### config.mk
export PLATFORM = sky130hd
export DESIGN_NAME = ibx_exec
export DESIGN_NICKNAME = d
export VERILOG_FILES = /design/src/core/ibx_pkg.sv /design/src/core/ibx_file_mem.sv /design/src/core/ibx_exec.sv
export SDC_FILE = /design/constraint.sdc
export NUM_CORES = 1
export LEC_CHECK = 0
export BUFFER_PORTS_ARGS = -buffer_cell sky130_fd_sc_hd__buf_2
export CAP_MARGIN = 20
export CORE_MARGIN = 3
export CORE_UTILIZATION = 42
export CTS_BUF_LIST = sky130_fd_sc_hd__clkbuf_4
export CTS_CLUSTER_DIAMETER = 120
export DETAILED_ROUTE_END_ITERATION = 10
export GPL_TIMING_DRIVEN = 0
export PLACE_DENSITY = 0.68
export SLEW_MARGIN = 10
export SYNTH_ARGS = -nofsm -noshare
export SYNTH_HDL_FRONTEND = slang
export SYNTH_HIERARCHICAL = 1
export SYNTH_SLANG_ARGS = --single-unit
### constraint.sdc
create_clock -name sys_clk_in -period 5.5 [get_ports sys_clk_in]
set_input_delay 0.55 -clock sys_clk_in [delete_from_list [all_inputs] [get_ports sys_clk_in]]
set_output_delay 0.55 -clock sys_clk_in [all_outputs]
set_load 0.01 [all_outputs]
### src/core/ibx_pkg.sv
// Shared types and constants for the increment, OR and jump execute block
package ibx_pkg;
	localparam int DATA_W    = 8;
	localparam int FILE_AW   = 7;
	localparam int FILE_DEPTH = 128;
	localparam int IMM_W     = 11;
	localparam int PC_W      = 13;
	localparam int LATCH_W   = 8;
	localparam int LATCH_HI  = 4;
	localparam int LATCH_LO  = 3;
	localparam logic DEST_ACC  = 1'b0;
	localparam logic DEST_FILE = 1'b1;
	localparam logic [DATA_W-1:0] ACC_RST  = 8'h00;
	localparam logic [DATA_W-1:0] ONE      = 8'h01;
	localparam logic [DATA_W-1:0] ZERO_VAL = 8'h00;
	localparam logic [PC_W-1:0]   PC_RST   = 13'h0000;
	localparam logic [FILE_AW-1:0] ADDR_RST = 7'h00;

	typedef enum logic [2:0] {
		IBX_INCREMENT_FILE,
		IBX_INCREMENT_SKIP_IF_ZERO,
		IBX_OR_LITERAL_INTO_ACCUMULATOR,
		IBX_OR_ACCUMULATOR_WITH_FILE,
		IBX_JUMP_IMMEDIATE
	} ibx_op_t;

	typedef struct packed {
		ibx_op_t            op;
		logic [FILE_AW-1:0] file_addr;
		logic               dest;
		logic [IMM_W-1:0]   imm;
	} ibx_instr_t;
endpackage

### src/core/ibx_file_mem.sv
// File register array with a registered read port
module ibx_file_mem #(
	parameter int DEPTH = 128,
	parameter int AW    = 7,
	parameter int W     = 8
) (
	input  wire logic          sys_clk_in,
	input  wire logic          arst_n_in,
	input  wire logic          wr_en_in,
	input  wire logic [AW-1:0] wr_addr_in,
	input  wire logic [W-1:0]  wr_data_in,
	input  wire logic          rd_en_in,
	input  wire logic [AW-1:0] rd_addr_in,
	output logic      [W-1:0]  rd_data_out
);
	logic [W-1:0] mem_r [DEPTH];

	// No reset on the array keeps it mappable to plain RAM
	always_ff @(posedge sys_clk_in) begin
		if (wr_en_in) begin
			mem_r[wr_addr_in] <= wr_data_in;
		end
	end

	always_ff @(posedge sys_clk_in or negedge arst_n_in) begin
		if (!arst_n_in) begin
			rd_data_out <= '0;
		end else if (rd_en_in) begin
			rd_data_out <= mem_r[rd_addr_in];
		end
	end
endmodule

### src/core/ibx_exec.sv
// Execute unit for increment, increment-skip, OR and jump instructions
// What this block does
// - Destination bit picks accumulator or file
// - Increment file, route sum, update zero
// - Increment-skip stores sum, flags untouched
// - Zero result turns next instruction into nop
// - Nonzero result runs next instruction normally
// - Jump loads eleven-bit immediate into pc low
// - Pc bits 12:11 from latch bits 4:3
// - Jump unconditional, no flags, two cycles
// - Or literal into accumulator, update zero
// - Or accumulator with file, update zero
module ibx_exec (
	input  wire logic                          sys_clk_in,
	input  wire logic                          arst_n_in,
	input  wire logic                          instr_valid_in,
	input  wire ibx_pkg::ibx_instr_t           instr_in,
	input  wire logic [ibx_pkg::LATCH_W-1:0]   pc_high_latch_in,
	output logic                               ready_out,
	output logic                               done_out,
	output logic                               nop_out,
	output logic [ibx_pkg::DATA_W-1:0]         acc_out,
	output logic                               zero_out,
	output logic [ibx_pkg::PC_W-1:0]           pc_out,
	output logic                               pc_load_out,
	output logic                               file_we_out,
	output logic [ibx_pkg::FILE_AW-1:0]        file_addr_out,
	output logic [ibx_pkg::DATA_W-1:0]         file_data_out
);
	import ibx_pkg::*;

	typedef enum logic [1:0] {
		S_IDLE,
		S_READ,
		S_JUMP
	} ibx_state_t;

	ibx_state_t        state_r;
	ibx_instr_t        ins_r;
	logic              skip_r;
	logic [DATA_W-1:0] mem_rdata;
	logic [DATA_W-1:0] result;
	logic [DATA_W-1:0] lit_or;
	logic [PC_W-1:0]   jump_target;
	logic              accept;
	logic              exec;
	logic              res_zero;
	logic              lit_zero;

	function automatic logic is_zero(input logic [DATA_W-1:0] v);
		return v == ZERO_VAL;
	endfunction

	assign accept      = (state_r == S_IDLE) && instr_valid_in;
	assign exec        = (state_r == S_READ);
	assign lit_or      = acc_out | instr_in.imm[DATA_W-1:0];
	assign lit_zero    = is_zero(lit_or);
	assign jump_target = {pc_high_latch_in[LATCH_HI:LATCH_LO], instr_in.imm};
	assign res_zero    = is_zero(result);

	always_comb begin
		case (ins_r.op)
			IBX_OR_ACCUMULATOR_WITH_FILE: result = acc_out | mem_rdata;
			IBX_INCREMENT_FILE:           result = mem_rdata + ONE;
			IBX_INCREMENT_SKIP_IF_ZERO:   result = mem_rdata + ONE;
			default:                      result = mem_rdata;
		endcase
	end

	// Operand is read at acceptance, so a file op costs one extra cycle
	ibx_file_mem #(
		.DEPTH (FILE_DEPTH),
		.AW    (FILE_AW),
		.W     (DATA_W)
	) u_mem (
		.sys_clk_in  (sys_clk_in),
		.arst_n_in   (arst_n_in),
		.wr_en_in    (exec && ins_r.dest == DEST_FILE),
		.wr_addr_in  (ins_r.file_addr),
		.wr_data_in  (result),
		.rd_en_in    (accept),
		.rd_addr_in  (instr_in.file_addr),
		.rd_data_out (mem_rdata)
	);

	always_ff @(posedge sys_clk_in or negedge arst_n_in) begin
		if (!arst_n_in) begin
			state_r   <= S_IDLE;
			ready_out <= 1'b1;
			ins_r     <= '0;
		end else begin
			case (state_r)
				S_IDLE: begin
					if (accept && !skip_r) begin
						ins_r <= instr_in;
						if (instr_in.op == IBX_JUMP_IMMEDIATE) begin
							state_r   <= S_JUMP;
							ready_out <= 1'b0;
						end else if (instr_in.op != IBX_OR_LITERAL_INTO_ACCUMULATOR) begin
							state_r   <= S_READ;
							ready_out <= 1'b0;
						end
					end
				end
				S_READ: begin
					state_r   <= S_IDLE;
					ready_out <= 1'b1;
				end
				S_JUMP: begin
					state_r   <= S_IDLE;
					ready_out <= 1'b1;
				end
				default: begin
					state_r   <= S_IDLE;
					ready_out <= 1'b1;
				end
			endcase
		end
	end

	// Skip is armed here and spent on the next accepted instruction
	always_ff @(posedge sys_clk_in or negedge arst_n_in) begin
		if (!arst_n_in) begin
			skip_r <= 1'b0;
		end else if (exec && ins_r.op == IBX_INCREMENT_SKIP_IF_ZERO) begin
			skip_r <= res_zero;
		end else if (accept && skip_r) begin
			skip_r <= 1'b0;
		end
	end

	always_ff @(posedge sys_clk_in or negedge arst_n_in) begin
		if (!arst_n_in) begin
			acc_out  <= ACC_RST;
			zero_out <= 1'b0;
		end else if (accept && !skip_r && instr_in.op == IBX_OR_LITERAL_INTO_ACCUMULATOR) begin
			acc_out  <= lit_or;
			zero_out <= lit_zero;
		end else if (exec) begin
			if (ins_r.dest == DEST_ACC) begin
				acc_out <= result;
			end
			if (ins_r.op != IBX_INCREMENT_SKIP_IF_ZERO) begin
				zero_out <= res_zero;
			end
		end
	end

	always_ff @(posedge sys_clk_in or negedge arst_n_in) begin
		if (!arst_n_in) begin
			file_we_out   <= 1'b0;
			file_addr_out <= ADDR_RST;
			file_data_out <= ZERO_VAL;
		end else begin
			file_we_out <= exec && ins_r.dest == DEST_FILE;
			if (exec) begin
				file_addr_out <= ins_r.file_addr;
				file_data_out <= result;
			end
		end
	end

	always_ff @(posedge sys_clk_in or negedge arst_n_in) begin
		if (!arst_n_in) begin
			pc_out      <= PC_RST;
			pc_load_out <= 1'b0;
			done_out    <= 1'b0;
			nop_out     <= 1'b0;
		end else begin
			if (accept && !skip_r && instr_in.op == IBX_JUMP_IMMEDIATE) begin
				pc_out <= jump_target;
			end
			pc_load_out <= (state_r == S_JUMP);
			nop_out     <= accept && skip_r;
			done_out    <= exec || (state_r == S_JUMP) ||
				(accept && !skip_r && instr_in.op == IBX_OR_LITERAL_INTO_ACCUMULATOR);
		end
	end
endmodule

Yosys cells after proc, flatten, opt, wreduce, memory -nomap -nowiden --
Memories as Yosys holds them, arrays and structs flattened. A register that Yosys moved wholly into a read port is not among the register bits. Index checks and enable logic that the tools add are counted.
Storage, ports and cells: register bits after elaboration 56, latch bits 0, RAM bits 1024, bits in read-only memories 0, input port bits 33, output and inout bits 42, memories 1
Cells by class: $add $sub $neg 1, $mul 0, divide/modulo/power cells 0, order comparisons 0, equal/unequal tests 11, shifts and indexed selects 0, muxes and demuxes 19, bitwise gates (word level) 2, reduce and logical (&&, ||, !) cells 23
Memories:
- u_mem.mem_r | words 128, width 8, rd ports 1, clocked after memory_dff 1, write ports 1, line ibx_file_mem.sv:16 | logic [W-1:0] mem_r [DEPTH];
Operators by type and width (count):
- 2-to-1 mux 8 bit | 3
- logical NOT 8 bit | 2
- bitwise OR 8 bit | 2
- case mux 8 bit (2 select lines) | 1
- 2-to-1 mux 1 bit | 11
- adder 8 x 1 -> 8 bit, second input constant | 1
- 2-to-1 mux 2 bit | 4
- AND reduction 2 bit | 4
- logical AND 1 bit | 7
- equality test 3 x 2 -> 1 bit, second input constant | 2
- inequality test 3 x 1 -> 1 bit, second input constant | 2
- nonzero test 2 bit | 3
- inequality test 2 x 1 -> 1 bit, second input constant | 2
- equality test 3 x 1 -> 1 bit, second input constant | 1
- equality test 3 bit, second input constant | 1
- logical NOT 3 bit | 1
- inequality test 3 x 2 -> 1 bit, second input constant | 1
- equality test 2 x 1 -> 1 bit, second input constant | 1
- equality test 2 bit, second input constant | 1
- logical NOT 1 bit | 2
- logical NOT 2 bit | 1
- logical OR 1 bit | 2
- OR reduction 2 bit | 1

Longest topological paths before layout --
Gate-level depths: netlist of the first run.
word-level depth 7, depth in mapped cells 12, mapped depth without buffers 8

Cells and area by module --
Netlist of the first run, hierarchy kept.
Modules (own cells, without submodules):
- ibx_file_mem | times used 1, cells each 2000, area an instance 40492.6 um^2, sequential area each 30949.7 um^2
- ibx_exec | times used 1, cells each 202, area an instance 2529.9 um^2, sequential area each 1402.6 um^2

Worst setup path before layout of the first run --
OpenSTA, ideal clock, no wires.
path type register -> register, start register ins_r[21] (netlist bit), end memory u_mem.mem_r[0][5], data pin, data arrival time 4.646 ns, data required time 4.512 ns, setup slack -0.134 ns, cell stages (with the launch flop) 4, period minus slack after synthesis 5.634 ns, cells stage by stage dfrtp_1 buf_6 and4bb_4 a31oi_1
On the way: word-level cells in the longest chain between the ends 3
Ends and longest elaborated chain:
- start: declaration | line ibx_exec.sv:39 | ibx_instr_t ins_r;
- start signal: assignment | line ibx_exec.sv:95 | ins_r <= instr_in;
- equality test 3 x 1 -> 1 bit / logical NOT 3 bit (equally long branches) | line ibx_exec.sv:62 | case (ins_r.op)
- OR reduction 2 bit (no line)
- case mux 8 bit (2 select lines) (*) | line ibx_exec.sv:62
- named net result[5] | line ibx_exec.sv:42 | logic [DATA_W-1:0] result;
- end: declaration | line ibx_file_mem.sv:16
Mark *: on every way through the listed nets, which the timed path passes. The rest lies on a longest branch.

Worst setup path in the final report of the first run --
start register state_r[1], end memory u_mem.mem_r[93][2], enable pin
On the way: word-level cells in the longest chain between the ends 4
Ends and longest elaborated chain:
- start: declaration | line ibx_exec.sv:38 | ibx_state_t state_r;
- start signal: assignment | line ibx_exec.sv:88 | state_r <= S_IDLE;
- start signal: assignment | line ibx_exec.sv:97 | state_r <= S_JUMP;
- start signal: assignment | line ibx_exec.sv:100 | state_r <= S_READ;
- equality test 2 x 1 -> 1 bit | line ibx_exec.sv:55 | assign exec = (state_r == S_READ);
- logical AND 1 bit | line ibx_exec.sv:78 | .wr_en_in (exec && ins_r.dest == DEST_FILE),
- 2-to-1 mux 1 bit | line ibx_file_mem.sv:20 | if (wr_en_in) begin
- 2-to-1 mux 1 bit (implied by the code) | line ibx_file_mem.sv:21 | mem_r[wr_addr_in] <= wr_data_in;
Every way passes these cells.

==> results of run 1 <==
==> flip-flops by register name (all words and copies together), names as in the netlist, 2 cells and up <==
name	cells
u_mem/mem_r	1024
file_addr_out	7
u_mem/rd_data_out	8
pc_out	13
ins_r	11
acc_out	8
state_r	2
file_data_out	8
==> timing repair <==
item	CTS	global route
endpoints found under the hold margin	102	0
endpoints found under the setup margin	0	0
buffers inserted	0	0
hold buffers	29	0
==> worst max-delay path, stage by stage, from the launching register on <==
cell and delay [ns]:
sky130_fd_sc_hd__dfrtp_1 0.40, sky130_fd_sc_hd__inv_1 0.10, sky130_fd_sc_hd__ha_1 0.15, sky130_fd_sc_hd__clkbuf_1 0.45, sky130_fd_sc_hd__buf_1 0.58, sky130_fd_sc_hd__buf_8 0.23, sky130_fd_sc_hd__and2_1 0.30, sky130_fd_sc_hd__clkbuf_1 0.31
sky130_fd_sc_hd__nor2b_1 0.31, sky130_fd_sc_hd__nand3_1 0.33, sky130_fd_sc_hd__clkbuf_1 0.49, sky130_fd_sc_hd__nor2_1 0.91
==> layer usage <==
metal | vias up | track usage [%] | part of all wire [%]
met5 | - | 0 | 0.012
met4 | 2 | 9.35 | 3.8
met3 | 254 | 5.79 | 11
met2 | 1599 | 33.5 | 48
met1 | 12600 | 28.1 | 38
li1 | 10100 | - | -
==> metrics by stage <==
stage / instance area, sq um / power (W) / hold WS, ns / utilization, % / cells
5_1_grt: 49400 / 0.0238 / 0.164 / 49.0 / 4162
2_1_floorplan: 43000 / 0.0140 / 0.254 / - / 2202
3_5_place_dp: 45700 / 0.0164 / 0.384 / 45.3 / 3655
4_1_cts: 49400 / 0.0230 / 0.104 / 49.0 / 4160
3_3_place_gp: 45100 / 0.0156 / 0.469 / 44.7 / 3627
6_report: 49400 / 0.0228 / 0.221 / 49.0 / 4163
==> placed cells by master (no fill, tap or decap), types with 56 or more instances in the layout <==
master / instances
sky130_fd_sc_hd__mux4_2: 204
sky130_fd_sc_hd__buf_2: 86
sky130_fd_sc_hd__clkinv_1: 56
sky130_fd_sc_hd__nor2_1: 159
sky130_fd_sc_hd__o22ai_1: 61
sky130_fd_sc_hd__dfrtp_1: 63
sky130_fd_sc_hd__mux2i_1: 138
sky130_fd_sc_hd__clkbuf_4: 404
sky130_fd_sc_hd__clkbuf_1: 70
sky130_fd_sc_hd__edfxtp_1: 1024
==> worst paths after layout <==
kind | startpoint | to | slack, ns | depth (start not counted)
min | pc_high_latch_in[3] | pc_out[11] | 0.22 | 3
min in group asynchronous | arst_n_in | file_data_out[0] | 0.52 | 3
max in group asynchronous | arst_n_in | ready_out | 4.28 | 4
max reg2reg | state_r[1] | u_mem/mem_r[93][2] | 0.48 | 11
max | state_r[1] | u_mem/mem_r[93][2] | 0.48 | 11
min reg2reg | pc_out[4] | pc_out[4] | 0.49 | 1
==> where the power goes <==
part	total [W]	internal (W)	switching (W)
Combinational	0.00476	0.00138	0.00338
Sequential	0.0116	0.0113	0.000286
Clock	0.00652	0.00341	0.00310
Total	0.0228	0.0161	0.00677
==> logic make-up after synthesis <==
family	count (synthesis)
AO/OA/AOI/OAI	230
flip-flops	1088
AND/OR/NAND/NOR	348
buffers and inverters	140
multiplexers	392
adder cells (fa/ha/maj)	4
==> final cells by class <==
type / count / area (sq um) / share of cell area (%)
multi-input cells: 974 / 9970 / 20.2
well taps: 1357 / 1700 / 3.44
clock inverters: 72 / 314 / 0.636
flip-flops and latches: 1088 / 32400 / 65.5
clock buffers: 404 / 3030 / 6.14
plain buffers: 128 / 756 / 1.53
diodes: 3 / 7.51 / 0.0152
repair buffers: 125 / 1210 / 2.46
inverters: 12 / 47.5 / 0.0963
==> impl_metrics.ini, run 1 <==
[routing]
wirelength_mm = 114
route.vias.total = 24600
mean_number_of_vias_per_cell = 5.91
drc_errors = 0
ant_nets = 0
1st_pass_router_iterations = 8
drt_iter0_markers = 3629
route.detailed.wl_per_inst_microns = 27.4

[placed_design]
buffer_ports.inserted = 68
place.detailed.hpwl_mm = 78.3
gp_congestion = 0.926
dpl_worst_slack_ns = 0.555

[grt]
global_route_wire_length_before_repair_mm = 166
overflow_left_after_global_routing = 0
initial_antenna_violation_count = 2
first_global_vias = 25200
gr-usage-all-layers_pct = 21.3
largest_net_degree_at_the_start_of_global_routing = 76

[floorplan]
die_h_microns = 326
floorplan.die.width_microns = 326
core_ar_sq_um = 101000
start_util_pct = 42.7
design.portCount = 75
fp.dieArea_sq_um = 106000
num_rows = 116

[finish]
area_growth_syn_to_layout_pct = 14.8
nFillCells = 8232
final_layout_size_suffix_gt1_share_pct = 29.9
nets = 2657

[logic_synthesis]
yosys_warnings = 6
synthesis.instances = 2202
syn_nets = 2239
synth-main-ff-cell = sky130_fd_sc_hd__edfxtp_1
number_of_enable_flip_flop_cells_after_synthesis = 1024
simple_gate_fraction_of_synth_area_pct = 3.79
mappedNetlistArea_sq_um = 43000
avgSynthCellArea_sq_um = 19.5
synth.ff_latch_count = 1088
cell_type_with_the_highest_aggregate_area_in_the_netlist = sky130_fd_sc_hd__edfxtp_1
synthXorXnorAreaFrac_pct = 0
synth_fa_ha_area_share_pct = 0.116
post_synth_mux_area_share_pct = 15.2
combinational_family_with_the_most_area_after_synthesis = multiplexers
yosysTopAreaCellShare_pct = 71.5
synth_cell_type_count = 63
post_synth_main_area_contributors = sky130_fd_sc_hd__edfxtp_1, sky130_fd_sc_hd__mux4_2, sky130_fd_sc_hd__dfrtp_1
ys_seq_area_share_pct = 75.2
synth.most_common_cell = sky130_fd_sc_hd__edfxtp_1
synth_compound_gate_area_share_pct = 3.84
synthTopCellsByCount = sky130_fd_sc_hd__edfxtp_1, sky130_fd_sc_hd__mux4_2, sky130_fd_sc_hd__nor2_1
async_reset_ff_share_pct = 5.88

[clocking]
clock_sink_count = 1088
numCtsBuffers = 291
cts_htree_levels = 5
tritoncts = done
post_cts_resized = 0
clockRootBuffer = sky130_fd_sc_hd__clkbuf_4
clk_latency_ns = 1.15
max-clock-path-buffers = 4
clkSlewWorstSetupHoldPaths_ns = 0.07

[sta]
timing.final.crit_period_ns = 5.02
fin_setup_tns_ns = 0
final_max_slew_viol_count = 0
slew_headroom_pct = 20.5
rsz0062_at_grt = no
worst-slew-pin-transition_ns = 1.19
report.final.setup_viol = 0
clock_skew_after_layout_ns = 0.123
number_of_hold_violations_in_the_final_report = 0
clock.fmax_mhz = 199
postLayoutSetupSlackWorst_ns = 0.481
finalCritPeriodShare_pct = 91.3

[setup_path]
timing.critical_path.required_ns = 6.15
worstPathArrival_ns = 5.67
crit_path_end_kind = flop
crit_path_class = flop to flop
timing.critical_path.from_type = flop
crit_fanout = 10

[power]
peakVddDrop_v = 0.000389
power.density_nw_per_um2 = 463
power.static_leakage_nw = 16.2

[outcome]
status = complete, no violations

[worst_hold_path]
worst_hold_path_type = input pin to flop

[run]
max_cap_viol_count = 0
Power figures use the tool's default switching activity.
==> inputs of run 2 (changes only) <==
CELL_PAD_IN_SITES_DETAIL_PLACEMENT = 0   (was unset)
CELL_PAD_IN_SITES_GLOBAL_PLACEMENT = 1   (was unset)
CORE_MARGIN = 5   (was 3)
PLACE_DENSITY = 0.75   (was 0.68)
TNS_END_PERCENT = 5   (was unset)
==> run 2 against run 1 <==
- die area is 2.5% higher
- sequential power is essentially flat
- total power increased by 0.71%
- design area is 0.22% higher
- global-route usage fell by 0.31 points
==> impl_metrics.ini, run 2 (synthesis results as in run 1) <==
[power]
p_int_w = 0.0162
share_of_power_burned_in_registers_pct = 50.3
power.density_nw_per_um2 = 465
netSwitchingFraction_pct = 29.5
clock_power_share_pct = 29.2
power_switching_w = 0.00679
peakVddDrop_v = 0.000622
pwr-share-comb_pct = 20.5
power.static_leakage_nw = 16.2

[grt]
largest_net_degree_at_the_start_of_global_routing = 77
global_route_wire_length_before_repair_mm = 166
overflow_left_after_global_routing = 0
gr-usage-all-layers_pct = 21.0
first_global_vias = 24900
initial_antenna_violation_count = 3

[sta]
report.final.setup_viol = 0
rsz0062_at_grt = no
holdWs_ns = 0.214
slew_headroom_pct = 15.8
finalCritPeriodShare_pct = 97.3
timing.final.crit_period_ns = 5.35
clock_skew_after_layout_ns = 0.135
number_of_hold_violations_in_the_final_report = 0
fin_setup_tns_ns = 0
clock.fmax_mhz = 187
worst-slew-pin-transition_ns = 1.26
final_max_slew_viol_count = 0

[clocking]
holdBufCountCts = 30
cts_setup_buffers = 0
clkSlewWorstSetupHoldPaths_ns = 0.06
clock_sink_count = 1088
clockRootBuffer = sky130_fd_sc_hd__clkbuf_4
cts_htree_levels = 5
numCtsBuffers = 289
post_cts_resized = 0
max-clock-path-buffers = 4
tritoncts = done
clk_latency_ns = 1.16

[routing]
ant_nets = 0
drc_errors = 0
route.vias.total = 24100
1st_pass_router_iterations = 6
drt_iter0_markers = 2843
route.detailed.wl_per_inst_microns = 27.4
wirelength_mm = 114
mean_number_of_vias_per_cell = 5.77

[floorplan]
die_h_microns = 330
core_ar_sq_um = 102000
fp.dieArea_sq_um = 109000
start_util_pct = 42.3
design.portCount = 75
num_rows = 117
floorplan.die.width_microns = 330

[placed_design]
buffer_ports.inserted = 68
gp_congestion = 0.914
place.detailed.hpwl_mm = 78.0

[setup_path]
cpMaxStageDelayCell = sky130_fd_sc_hd__nor2_1
timing.critical_path.required_ns = 6.14
timing.critical_path.from_type = flop
crit_path_class = flop to flop
crit_path_cell_trace = inv_1 > ha_1 > clkbuf_1 > buf_1 > and2_1 > clkbuf_1 > nor2b_1 > nand3_1 > clkbuf_1 > nor2_1
worstPathArrival_ns = 6.00
timing.critical_path.mode_cell = sky130_fd_sc_hd__clkbuf_1
rrSetupSlack_ns = 0.15
crit_fanout = 10
crit_path_end_kind = flop
worst_path_largest_cell_delay_ns = 0.98

[finish]
mostFrequentLayoutCells = sky130_fd_sc_hd__edfxtp_1, sky130_fd_sc_hd__clkbuf_4, sky130_fd_sc_hd__mux4_2, sky130_fd_sc_hd__nor2_1, sky130_fd_sc_hd__mux2i_1
final_layout_size_suffix_gt1_share_pct = 30.0
area_growth_syn_to_layout_pct = 15.1
multi_input_comb_area_sq_um = 9960
final_util_pct = 48.7
biggestRegsByFlops = u_mem/mem_r (1024), pc_out (13), ins_r (11)
regMostFlops = u_mem/mem_r
largest_reg_flops = 1024
area.sequential_sq_um = 32400
layout_commonest_cell = sky130_fd_sc_hd__edfxtp_1
nFillCells = 8367
nets = 2656

[worst_hold_path]
worst_hold_path_type = input pin to flop

[run]
max_cap_viol_count = 0

[outcome]
status = complete, no violations
run 2: changes by cell type in the layout (fill, tap and decap cells not counted), moves of 2 or more:
| cell | previous run | this run |
|---|---|---|
| sky130_fd_sc_hd__clkinvlp_4 | 3 | 1 |
| sky130_fd_sc_hd__bufinv_16 | 1 | 4 |
| sky130_fd_sc_hd__inv_2 | 8 | 5 |
| sky130_fd_sc_hd__buf_12 | 11 | 9 |
| sky130_fd_sc_hd__clkbuf_4 | 404 | 406 |
| sky130_fd_sc_hd__clkinv_2 | 5 | 8 |
run 2: layer usage:
layer / up-vias / global-route usage, % / share of wire [%]
met5: - / 0 / 0.011
met4: 2 / 8.11 / 3.7
met3: 239 / 5.56 / 9.7
met2: 1330 / 34.0 / 48
met1: 12500 / 27.5 / 38
li1: 10100 / - / -
run 2: path summary, 6_finish.rpt:
| check | start | depth (start not counted) | to |
|---|---|---|---|
| hold / removal | instr_in[8] | 3 | pc_out[8] |
| setup / recovery | state_r[1] | 10 | u_mem/mem_r[93][0] |
| min in group asynchronous | arst_n_in | 4 | ins_r[16] |
| hold reg to reg | pc_out[4] | 1 | pc_out[4] |
| setup reg to reg | state_r[1] | 10 | u_mem/mem_r[93][0] |
| max in group asynchronous | arst_n_in | 4 | state_r[1] |
run 2: metrics by stage:
step                cells  setup slack, ns  power [W]  area [sq um]
floorplan            2202           0.0310     0.0140         43000
global placement     3638            -3.89     0.0156         45100
detailed placement   3666            0.356     0.0164         45700
CTS                  4175            0.300     0.0232         49500
global route         4176           0.0223     0.0240         49500
finish               4178            0.146     0.0230         49500
run 2: critical path, delay by kind of cell, from the launching register on:
family                   cells  cell delay [ns]
buffers and inverters        5             2.30
AND/OR/NAND/NOR              4             2.10
flip-flops                   1             0.39
adder cells (fa/ha/maj)      1             0.14
run 2: power by group through the flow:
stage / Combinational (W) / Sequential, W / Clock, W
final: 0.00473 / 0.0116 / 0.00672
after global routing: 0.00502 / 0.0116 / 0.00736
after CTS: 0.00473 / 0.0116 / 0.00687
after detailed placement: 0.00471 / 0.0117 / 0
after global placement: 0.00357 / 0.0120 / 0
after floorplan: 0.00209 / 0.0119 / 0
run 2: final cells by class:
type | instances | share of cell area [%]
Sequential cell | 1088 | 65.4
Multi-Input combinational cell | 974 | 20.1
Clock buffer | 406 | 6.16
Tap cell | 1368 | 3.46
Timing Repair Buffer | 126 | 2.45
Buffer | 128 | 1.53
Clock inverter | 73 | 0.804
Inverter | 12 | 0.0961
Antenna cell | 3 | 0.0152
